**src/uart_ctl_pkg.sv**
```systemverilog
// Package with register map, field positions and mode codes of the UART.
`default_nettype none
package uart_ctl_pkg;
  // Byte addresses of the word registers on the bus.
  localparam logic [7:0] ADDR_CONTROL = 8'h98;
  localparam logic [7:0] ADDR_DATA    = 8'h99;
  localparam logic [7:0] ADDR_STATUS  = 8'ha0;
  localparam logic [7:0] ADDR_AUX     = 8'ha4;
  localparam logic [7:0] ADDR_POWER   = 8'ha8;
  localparam logic [7:0] ADDR_BAUD    = 8'hac;
  // Control register field positions.
  localparam int CTL_RX_DONE = 0;
  localparam int CTL_TX_DONE = 1;
  localparam int CTL_RB8     = 2;
  localparam int CTL_TB8     = 3;
  localparam int CTL_REN     = 4;
  localparam int CTL_MPF     = 5;
  localparam int CTL_MLO     = 6;
  localparam int CTL_MHI     = 7;
  // Status register field positions.
  localparam int ST_FE    = 3;
  localparam int ST_BRK   = 2;
  localparam int ST_TX_IRQ_POSITION_SEL = 6;
  // Aux and power field positions.
  localparam int AUX_BRR    = 6;
  localparam int PWR_FESEL  = 6;
  localparam int PWR_SMOD1  = 7;
  // Reset values and timing constants.
  localparam logic [7:0]  CTL_RESET   = 8'h00;
  localparam logic [15:0] BAUD_RESET  = 16'h000f;
  localparam logic [3:0]  BREAK_BITS  = 4'hb;
  localparam logic [3:0]  OVERSAMPLE  = 4'hf;
  localparam logic [3:0]  MID_SAMPLE  = 4'h7;
  localparam logic [4:0]  DIV_MODE0   = 5'h0f;
  localparam logic [4:0]  DIV_FAST    = 5'h0f;
  localparam logic [4:0]  DIV_SLOW    = 5'h1f;
  // Serial port modes.
  typedef enum logic [1:0] {
    MODE_SHIFT, MODE_8BIT, MODE_9FIXED, MODE_9VAR
  } uart_mode_t;
  // Bus request bundle.
  typedef struct packed {
    logic        sel;
    logic        write;
    logic [7:0]  addr;
  } bus_req_t;
endpackage : uart_ctl_pkg
`default_nettype wire

```
**src/bit_tick_gen.sv**
```systemverilog
// Bit-rate tick generator: one-cycle tick every div+1 clocks.
`default_nettype none
module bit_tick_gen (
  // Clock and reset.
  input  wire logic        clk_i,
  input  wire logic        nrst_i,
  // Control.
  input  wire logic        sync_i,
  input  wire logic [15:0] div_i,
  // Tick out.
  output logic             tick_o
);
  logic [15:0] cnt;

  // Count down, reload on sync or expiry.
  always_ff @(posedge clk_i or negedge nrst_i) begin
    if (!nrst_i) begin
      cnt <= 16'h0000;
    end else if (sync_i || cnt == 16'h0000) begin
      cnt <= div_i;
    end else begin
      cnt <= cnt - 16'h0001;
    end
  end

  assign tick_o = !sync_i && (cnt == 16'h0000);
endmodule : bit_tick_gen
`default_nettype wire

```
**src/uart_control_break_detect.sv**
```systemverilog
// UART control register, framing, break detect and serial engine.
//
// Added by the designer: the AHB-Lite slave port.
`default_nettype none
module uart_control_break_detect
  import uart_ctl_pkg::*;
(
  // Clock and reset.
  input  wire logic        clk_i,
  input  wire logic        nrst_i,
  // AHB-Lite slave.
  input  wire logic        hsel_i,
  input  wire logic [31:0] haddr_i,
  input  wire logic [1:0]  htrans_i,
  input  wire logic        hwrite_i,
  input  wire logic [2:0]  hsize_i,
  input  wire logic [31:0] hwdata_i,
  input  wire logic        hready_i,
  output logic [31:0]      hrdata_o,
  output logic             hreadyout_o,
  output logic             hresp_o,
  // Serial pins; receive pin is two-way in mode 0.
  input  wire logic        rxd_i,
  output logic             rxd_o,
  output logic             rxd_oe_o,
  output logic             txd_o,
  // Break-triggered reset request.
  output logic             break_reset_o,
  output logic             in_system_prog_mode_o
);
  import uart_ctl_pkg::*;

  typedef enum {R_IDLE, R_RUN, R_BREAK} rx_state_t;
  typedef enum {T_IDLE, T_RUN} tx_state_t;

  // Registers.
  logic [7:0]  serial_port_control;
  logic        frame_error;
  logic        break_flag;
  logic        tx_irq_position_sel;
  logic        break_reset_en;
  logic        frame_err_view_sel;
  logic        smod1;
  logic [15:0] baud_div;
  logic [7:0]  uart_data_buffer;
  bus_req_t    req;
  rx_state_t   rx_state;
  tx_state_t   tx_state;
  logic [3:0]  rx_phase;
  logic [3:0]  rx_bit;
  logic [8:0]  rx_shift;
  logic [3:0]  tx_phase;
  logic [3:0]  tx_bit;
  logic [10:0] tx_shift;
  logic [3:0]  brk_cnt;
  logic        mclk;
  logic        tick;
  logic [15:0] tick_div;
  logic        tx_start;
  logic        hw_rx_done;
  logic        hw_tx_done;
  logic        hw_fe;
  logic        hw_brk;
  logic        rx_sample;
  logic [3:0]  rx_last;
  logic [3:0]  tx_last;
  uart_mode_t  mode;
  logic        wr_ctl;
  logic [7:0]  wd;

  assign mode = uart_mode_t'(serial_port_control[CTL_MHI:CTL_MLO]);
  assign wd   = hwdata_i[7:0];
  assign hreadyout_o = 1'b1;
  assign hresp_o     = 1'b0;

  // Latch the address phase of a valid transfer.
  always_ff @(posedge clk_i or negedge nrst_i) begin
    if (!nrst_i) begin
      req <= '0;
    end else if (hready_i) begin
      req.sel   <= hsel_i && htrans_i[1];
      req.write <= hwrite_i;
      req.addr  <= haddr_i[7:0];
    end
  end

  assign wr_ctl   = req.sel && req.write && req.addr == ADDR_CONTROL;
  assign tx_start = req.sel && req.write && req.addr == ADDR_DATA;

  // Read data multiplexer, driven from registers only.
  always_comb begin
    hrdata_o = 32'h0000_0000;
    if (req.sel && !req.write) begin
      case (req.addr)
        ADDR_CONTROL: begin
          hrdata_o[7:0] = serial_port_control;
          if (frame_err_view_sel) begin
            hrdata_o[CTL_MHI] = frame_error;
          end
        end
        ADDR_DATA: hrdata_o[7:0] = uart_data_buffer;
        ADDR_STATUS: begin
          hrdata_o[ST_FE]    = frame_error;
          hrdata_o[ST_BRK]   = break_flag;
          hrdata_o[ST_TX_IRQ_POSITION_SEL] = tx_irq_position_sel;
        end
        ADDR_AUX: hrdata_o[AUX_BRR] = break_reset_en;
        ADDR_POWER: begin
          hrdata_o[PWR_FESEL] = frame_err_view_sel;
          hrdata_o[PWR_SMOD1] = smod1;
        end
        ADDR_BAUD: hrdata_o[15:0] = baud_div;
        default: hrdata_o = 32'h0000_0000;
      endcase
    end
  end

  // Control register with hardware-set flags winning over writes.
  always_ff @(posedge clk_i or negedge nrst_i) begin
    if (!nrst_i) begin
      serial_port_control <= CTL_RESET;
    end else begin
      if (wr_ctl) begin
        serial_port_control[6:0] <= wd[6:0];
        if (!frame_err_view_sel) begin
          serial_port_control[CTL_MHI] <= wd[CTL_MHI];
        end
      end
      if (hw_rx_done) begin
        serial_port_control[CTL_RX_DONE] <= 1'b1;
        // The ninth bit is still on the pin when done fires at bit 9.
        serial_port_control[CTL_RB8] <= rx_bit == 4'h9 ? rxd_i
                                        : rx_shift[8];
      end
      if (hw_tx_done) begin
        serial_port_control[CTL_TX_DONE] <= 1'b1;
      end
    end
  end

  // Framing error and break flags; sticky until software writes.
  always_ff @(posedge clk_i or negedge nrst_i) begin
    if (!nrst_i) begin
      frame_error <= 1'b0;
      break_flag  <= 1'b0;
    end else begin
      if (wr_ctl && frame_err_view_sel) begin
        frame_error <= wd[CTL_MHI];
      end else if (req.sel && req.write && req.addr == ADDR_STATUS) begin
        frame_error <= wd[ST_FE];
        break_flag  <= wd[ST_BRK];
      end
      if (hw_fe || hw_brk) begin
        frame_error <= 1'b1;
      end
      if (hw_brk) begin
        break_flag <= 1'b1;
      end
    end
  end

  // Auxiliary, power and rate configuration registers.
  always_ff @(posedge clk_i or negedge nrst_i) begin
    if (!nrst_i) begin
      tx_irq_position_sel <= 1'b0;
      break_reset_en      <= 1'b0;
      frame_err_view_sel  <= 1'b0;
      smod1               <= 1'b0;
      baud_div            <= BAUD_RESET;
    end else if (req.sel && req.write) begin
      case (req.addr)
        ADDR_STATUS: tx_irq_position_sel <= wd[ST_TX_IRQ_POSITION_SEL];
        ADDR_AUX:    break_reset_en <= wd[AUX_BRR];
        ADDR_POWER: begin
          frame_err_view_sel <= wd[PWR_FESEL];
          smod1              <= wd[PWR_SMOD1];
        end
        ADDR_BAUD:   baud_div <= hwdata_i[15:0];
        default:     baud_div <= baud_div;
      endcase
    end
  end

  // Sixteenth-bit tick: fixed divide in modes 0 and 2.
  always_comb begin
    case (mode)
      MODE_SHIFT:  tick_div = 16'(DIV_MODE0 >> 4);
      MODE_9FIXED: tick_div = smod1 ? 16'h0000 : 16'h0001;
      default:     tick_div = baud_div;
    endcase
  end

  bit_tick_gen u_tick (
    .clk_i  (clk_i),
    .nrst_i (nrst_i),
    .sync_i (1'b0),
    .div_i  (tick_div),
    .tick_o (tick)
  );

  // Receive mid-bit sample point and last bit index per mode.
  assign rx_sample = tick && rx_phase == MID_SAMPLE;
  assign rx_last = mode == MODE_SHIFT ? 4'h7
                 : mode == MODE_8BIT ? 4'h9 : 4'ha;

  // Receiver state machine.
  always_ff @(posedge clk_i or negedge nrst_i) begin
    if (!nrst_i) begin
      rx_state <= R_IDLE;
      rx_phase <= 4'h0;
      rx_bit   <= 4'h0;
      rx_shift <= 9'h000;
      uart_data_buffer <= 8'h00;
    end else begin
      if (tick) begin
        rx_phase <= rx_phase + 4'h1;
      end
      case (rx_state)
        R_IDLE: begin
          if (hw_brk) begin
            rx_state <= R_BREAK;
          end else if (serial_port_control[CTL_REN] && (mode == MODE_SHIFT
              ? !serial_port_control[CTL_RX_DONE] && tx_state == T_IDLE
              : !rxd_i)) begin
            rx_state <= R_RUN;
            rx_bit   <= 4'h0;
            rx_phase <= 4'h0;
          end
        end
        R_RUN: begin
          if (!serial_port_control[CTL_REN]) begin
            rx_state <= R_IDLE;
          end else if (hw_brk) begin
            rx_state <= R_BREAK;
          end else if (rx_sample) begin
            if (mode == MODE_SHIFT) begin
              rx_shift <= {1'b0, rxd_i, rx_shift[7:1]};
            end else if (rx_bit != 4'h0 && rx_bit <= 4'h8) begin
              rx_shift <= {1'b0, rxd_i, rx_shift[7:1]};
            end else if (rx_bit == 4'h9 && mode != MODE_8BIT) begin
              rx_shift[8] <= rxd_i;
            end
            if (rx_bit == 4'h0 && mode != MODE_SHIFT && rxd_i) begin
              rx_state <= R_IDLE;
            end else if (rx_bit == rx_last) begin
              rx_state <= R_IDLE;
              uart_data_buffer <= mode == MODE_SHIFT
                ? {rxd_i, rx_shift[7:1]} : rx_shift[7:0];
            end
            rx_bit <= rx_bit + 4'h1;
          end
        end
        R_BREAK: begin
          if (rxd_i) begin
            rx_state <= R_IDLE;
          end
        end
        default: rx_state <= R_IDLE;
      endcase
    end
  end

  // Receive-done timing per mode, with the multiprocessor filter.
  always_comb begin
    hw_rx_done = 1'b0;
    hw_fe      = 1'b0;
    if (rx_state == R_RUN && rx_sample && serial_port_control[CTL_REN]) begin
      case (mode)
        MODE_SHIFT: hw_rx_done = rx_bit == 4'h7;
        MODE_8BIT: begin
          hw_rx_done = rx_bit == 4'h9;
          hw_fe      = rx_bit == 4'h9 && !rxd_i;
        end
        default: begin
          hw_fe = rx_bit == 4'ha && !rxd_i;
          if (!(serial_port_control[CTL_MPF] &&
                !(rx_bit == 4'h9 ? rxd_i : rx_shift[8]))) begin
            hw_rx_done = frame_err_view_sel ? rx_bit == 4'ha
                                            : rx_bit == 4'h9;
          end
        end
      endcase
    end
  end

  // Break counter: low bit samples, carried over a frame end so that a
  // low run longer than one frame still counts; a high line clears it.
  always_ff @(posedge clk_i or negedge nrst_i) begin
    if (!nrst_i) begin
      brk_cnt <= 4'h0;
    end else if (mode == MODE_SHIFT || rx_state == R_BREAK
                 || !serial_port_control[CTL_REN]) begin
      brk_cnt <= 4'h0;
    end else if (rx_state == R_IDLE && rxd_i) begin
      brk_cnt <= 4'h0;
    end else if (rx_state == R_RUN && rx_sample) begin
      if (rxd_i) begin
        brk_cnt <= 4'h0;
      end else if (brk_cnt != BREAK_BITS) begin
        brk_cnt <= brk_cnt + 4'h1;
      end
    end
  end

  // Fires for one cycle only, as the receiver moves to the break state.
  assign hw_brk = mode != MODE_SHIFT && rx_state != R_BREAK
                  && brk_cnt == BREAK_BITS;

  // Break reset request into programming mode.
  always_ff @(posedge clk_i or negedge nrst_i) begin
    if (!nrst_i) begin
      break_reset_o         <= 1'b0;
      in_system_prog_mode_o <= 1'b0;
    end else begin
      break_reset_o <= hw_brk && break_reset_en;
      if (hw_brk && break_reset_en) begin
        in_system_prog_mode_o <= 1'b1;
      end
    end
  end

  // Transmitter: frame shift register and bit sequencing.
  assign tx_last = mode == MODE_SHIFT ? 4'h7
                 : mode == MODE_8BIT ? 4'h9 : 4'ha;
  always_ff @(posedge clk_i or negedge nrst_i) begin
    if (!nrst_i) begin
      tx_state <= T_IDLE;
      tx_phase <= 4'h0;
      tx_bit   <= 4'h0;
      tx_shift <= 11'h7ff;
    end else begin
      case (tx_state)
        T_IDLE: begin
          if (tx_start) begin
            tx_state <= T_RUN;
            tx_phase <= 4'h0;
            tx_bit   <= 4'h0;
            if (mode == MODE_SHIFT) begin
              tx_shift <= {3'h7, wd};
            end else if (mode == MODE_8BIT) begin
              tx_shift <= {2'h3, wd, 1'b0};
            end else begin
              tx_shift <= {1'b1, serial_port_control[CTL_TB8], wd,
                           1'b0};
            end
          end
        end
        T_RUN: begin
          if (tick) begin
            tx_phase <= tx_phase + 4'h1;
            if (tx_phase == OVERSAMPLE) begin
              tx_shift <= {1'b1, tx_shift[10:1]};
              tx_bit   <= tx_bit + 4'h1;
              if (tx_bit == tx_last) begin
                tx_state <= T_IDLE;
              end
            end
          end
        end
        default: tx_state <= T_IDLE;
      endcase
    end
  end

  // Transmit-done: end of bit 7 in mode 0, stop bit start or end else.
  always_comb begin
    hw_tx_done = 1'b0;
    if (tx_state == T_RUN && tick) begin
      if (mode == MODE_SHIFT) begin
        hw_tx_done = tx_bit == 4'h7 && tx_phase == OVERSAMPLE;
      end else if (tx_irq_position_sel) begin
        hw_tx_done = tx_bit == tx_last && tx_phase == OVERSAMPLE;
      end else begin
        hw_tx_done = tx_bit == tx_last && tx_phase == 4'h0;
      end
    end
  end

  // Mode 0 shift clock, low in the first half of each bit of the engine
  // that runs; the free-running phase of an idle engine is ignored.
  always_ff @(posedge clk_i or negedge nrst_i) begin
    if (!nrst_i) begin
      mclk <= 1'b1;
    end else begin
      mclk <= !((tx_state == T_RUN && !tx_phase[3])
                || (rx_state == R_RUN && !rx_phase[3]));
    end
  end

  // Pin drive: mode 0 puts data on the receive pin, clock on transmit.
  assign txd_o    = mode == MODE_SHIFT ? mclk : tx_shift[0];
  assign rxd_o    = tx_shift[0];
  assign rxd_oe_o = mode == MODE_SHIFT && tx_state == T_RUN;
endmodule : uart_control_break_detect
`default_nettype wire

```
**config.mk**
```make
export PLATFORM = sky130hd
export DESIGN_NAME = uart_control_break_detect
export DESIGN_NICKNAME = d
export VERILOG_FILES = /design/src/uart_ctl_pkg.sv /design/src/bit_tick_gen.sv /design/src/uart_control_break_detect.sv
export SDC_FILE = /design/constraint.sdc
export NUM_CORES = 1
export LEC_CHECK = 0
export BUFFER_PORTS_ARGS = -buffer_cell sky130_fd_sc_hd__buf_4
export CORE_UTILIZATION = 56
export DETAILED_ROUTE_END_ITERATION = 8
export PLACE_DENSITY = 0.8
export SYNTH_ARGS = -nofsm -noshare
export SYNTH_HDL_FRONTEND = slang
export SYNTH_SLANG_ARGS = --single-unit
export TNS_END_PERCENT = 10
```
**constraint.sdc**
```tcl
create_clock -name clk_i -period 2.3 [get_ports clk_i]
set_input_delay 0.46 -clock clk_i [delete_from_list [all_inputs] [get_ports clk_i]]
set_output_delay 0.46 -clock clk_i [all_outputs]
set_load 0.03 [all_outputs]
```
==> results.ini <==
[clocking]
clock_tree_from_tritoncts = yes
clk_transition_reported_paths_ns = 0.11
max-clock-path-buffers = 2
tritoncts.num_buffers = 9
cts_root_buf = clkbuf_8
cts_max_level = 3
clkSinkCount = 109
insertion_delay_ns = 0.39

[final_layout]
layout.cells.most_common = dfrtp_1
finalNonFillerCells = 818
mostFrequentLayoutCells = dfrtp_1 (92), nand2_1 (81), buf_4 (72), o21ai_0 (47), mux2_2 (46)
syn2layout_area_growth_pct = 14.5
antenna_cells = 0
final_design_area_no_fill_um2 = 6910
design.final.nets = 763
layout_cells_sized_above_1_pct = 27.1

[placement]
gpl.final_weighted_congestion = 0.979
place_ws_ns = 0.107
place.port_buffers = 51
dp.cells = 801
detailedPlacementHpwl_mm = 10.4
postPlaceCellArea_um2 = 6630

[global_routing]
via_count_of_the_first_global_routing_pass = 4835
grt_max_degree = 57
first_pass_grt_wire_length_mm = 23.7
overflow = 0
grt_antenna_before_repair = 0
globalRouteTotalUtil_pct = 27.1

[synth]
synth-async-reset-ratio_pct = 100
netlist_area_um2 = 6040
synthesis.instances = 615
yosysSeqAreaShare_pct = 45.5
syn_area_per_cell_um2 = 9.82
synth_warnings = 0
synth_top_area_share_pct = 39.0
synth_top_cells_by_area = dfrtp_1 (39%), mux2_2 (8.6%), dfstp_2 (6.5%)
synth_largest_area_cell = dfrtp_1
ys_seq_elements = 109
synth_ff_type = dfrtp_1
ys_types = 69
number_of_flops_mapped_to_enable_cells_by_yosys = 0

[die]
floorplan.initialDensity_pct = 58.2
placeableCoreArea_um2 = 10400
rows = 37
dieArea_um2 = 11200
die_x_um = 106
die_height_um = 106
pin_count = 114

[hold_path]
timing.hold.worst.class = input port to asynchronous set/reset pin

[status]
violations = setup timing
status = finished with violations

[timing]
tightest_slew_ns = 0.666
layout_worst_path_cycle_share_pct = 106
timing.final.crit_period_ns = 2.43
setup-violations-final = 16
timing_max_transition_violations_final = 0
fmax_mhz = 412
slew_headroom_pct = 55.2
final.hold.worst_slack_ns = 0.0178
finalWorstSetupSlack_ns = -0.128
rsz_0062_raised_after_global_routing = true
fin_worst_skew_ns = 0.0128
timing.final.hold_violations = 0

[setup_path]
criticalPathCategory = flop to output pin
critPathArrivalTime_ns = 1.97
crit_path_start_kind = flop
worstSetupEndpointType = output pin
cp_max_fo = 8
timing.critical_path.required_ns = 1.84

[pwr]
cellPowerDensity_nw_per_um2 = 617
ir_drop_v = 0.000717
overall_power_w = 0.00427
leakagePower_nw = 3.07

[drt]
firstDrtPassIters = 5
first_iter_violations = 398
detail_route.vias_per_cell = 6.02
wl_per_cell_um = 17.4
via_count = 4926
antenna_viol_nets_final = 0
postRouteWirelength_mm = 14.3
drc = 0

[flow_run]
drv_cap = 0

[cell type report]
type                       count  area (um2)
clock inverter                 6        68.8
tap                          136         170
timing repair buffer          82         662
multi-input combinational    458        3060
inverter                      17        63.8
fill                         779        3460
sequential                   109        2750
clock buffer                  10         138
[worst paths after layout]
| path | startpoint | to | slack (ns) | cells after the start |
|---|---|---|---|---|
| min in group clk_i | htrans_i[1] | req[9] | 0.30 | 3 |
| hold / removal | nrst_i | brk_cnt[0] | 0.02 | 1 |
| hold reg to reg | tx_shift[9] | tx_shift[9] | 0.49 | 2 |
| setup reg to reg | req[1] | tx_shift[7] | 0.07 | 5 |
| setup / recovery | req[1] | hrdata_o[14] | -0.13 | 7 |
| max in group asynchronous | nrst_i | tx_shift[1] | 1.56 | 2 |
[flip-flops by register name (all words and copies together) (netlist names)]
signal                 flops
mclk                       1
rx_state                   2
uart_data_buffer           8
smod1                      1
tx_bit                     4
rx_phase                   4
tx_shift                  10
break_reset_o              1
brk_cnt                    4
req                       10
frame_error                1
break_reset_en             1
tx_phase                   4
tx_irq_position_sel        1
baud_div                  16
rx_shift                   9
break_flag                 1
u_tick.cnt                16
serial_port_control        8
frame_err_view_sel         1
in_system_prog_mode_o      1
tx_state                   1
rx_bit                     4
[timing repair]
action / CTS / global route
endpoints found under the setup margin: 16 / 22
pin swaps: 4 / 3
gates resized for setup: 15 / 8
setup buffers: 1 / 0
hold buffers: 0 / 0
[synthesized netlist by cell type (all sizes together), types with 6 or more instances]
cell type / n
a21oi: 24
a22oi: 8
and2: 13
buf: 29
clkbuf: 18
dfrtp: 94
dfstp: 15
ha: 11
inv: 17
mux2: 46
mux2i: 16
nand2: 82
nand3: 29
nand3b: 6
nor2: 34
nor2b: 7
nor3: 11
nor4: 8
o21ai: 47
or3: 6
xnor2: 10
xor2: 6
[stage by stage]
| stage | setup TNS (ns) | util (%) |
|---|---|---|
| floorplan | 0 | - |
| CTS | -1.31 | 66.4 |
| global route | -2.98 | 66.7 |
| finish | -1.54 | 66.7 |
| detailed placement | 0 | 63.9 |
| global placement | 0 | 63.9 |
[critical path: stages, from the launching register on]
cell and delay (ns):
dfrtp_1 0.42, nor3b_2 0.26, and3_4 0.23, and2_4 0.14, nor2b_4 0.13, buf_6 0.14, and2_1 0.14, buf_6 0.13
[report_power, final]
part           internal [W]  total [W]  switching [W]  leakage [nW]
Combinational      0.000335   0.000743       0.000408          1.65
Clock              0.000541    0.00122       0.000680         0.103
Sequential          0.00210    0.00230       0.000205          1.32
[metal layers]
layer	GRT usage, %	routed length, um	vias to the layer above
li1	-	-	2281
met1	34.5	6070	2373
met2	44.2	6770	225
met3	6.68	902	47
met4	11.2	521	0
met5	0	0	-
[cell families after synthesis]
| logic type | Yosys count | synth area share (%) |
|---|---|---|
| AOI/OAI and AO/OA | 119 | 12.2 |
| xor gates and xnor gates | 16 | 2.32 |
| adders and majority gates | 11 | 2.28 |
| buffers and inverters | 64 | 5.41 |
| DFF | 109 | 45.5 |
| muxes | 63 | 11.6 |
| other | 2 | 0.124 |
| and+or+nand+nor | 231 | 20.5 |
Power figures use the tool's default switching activity.
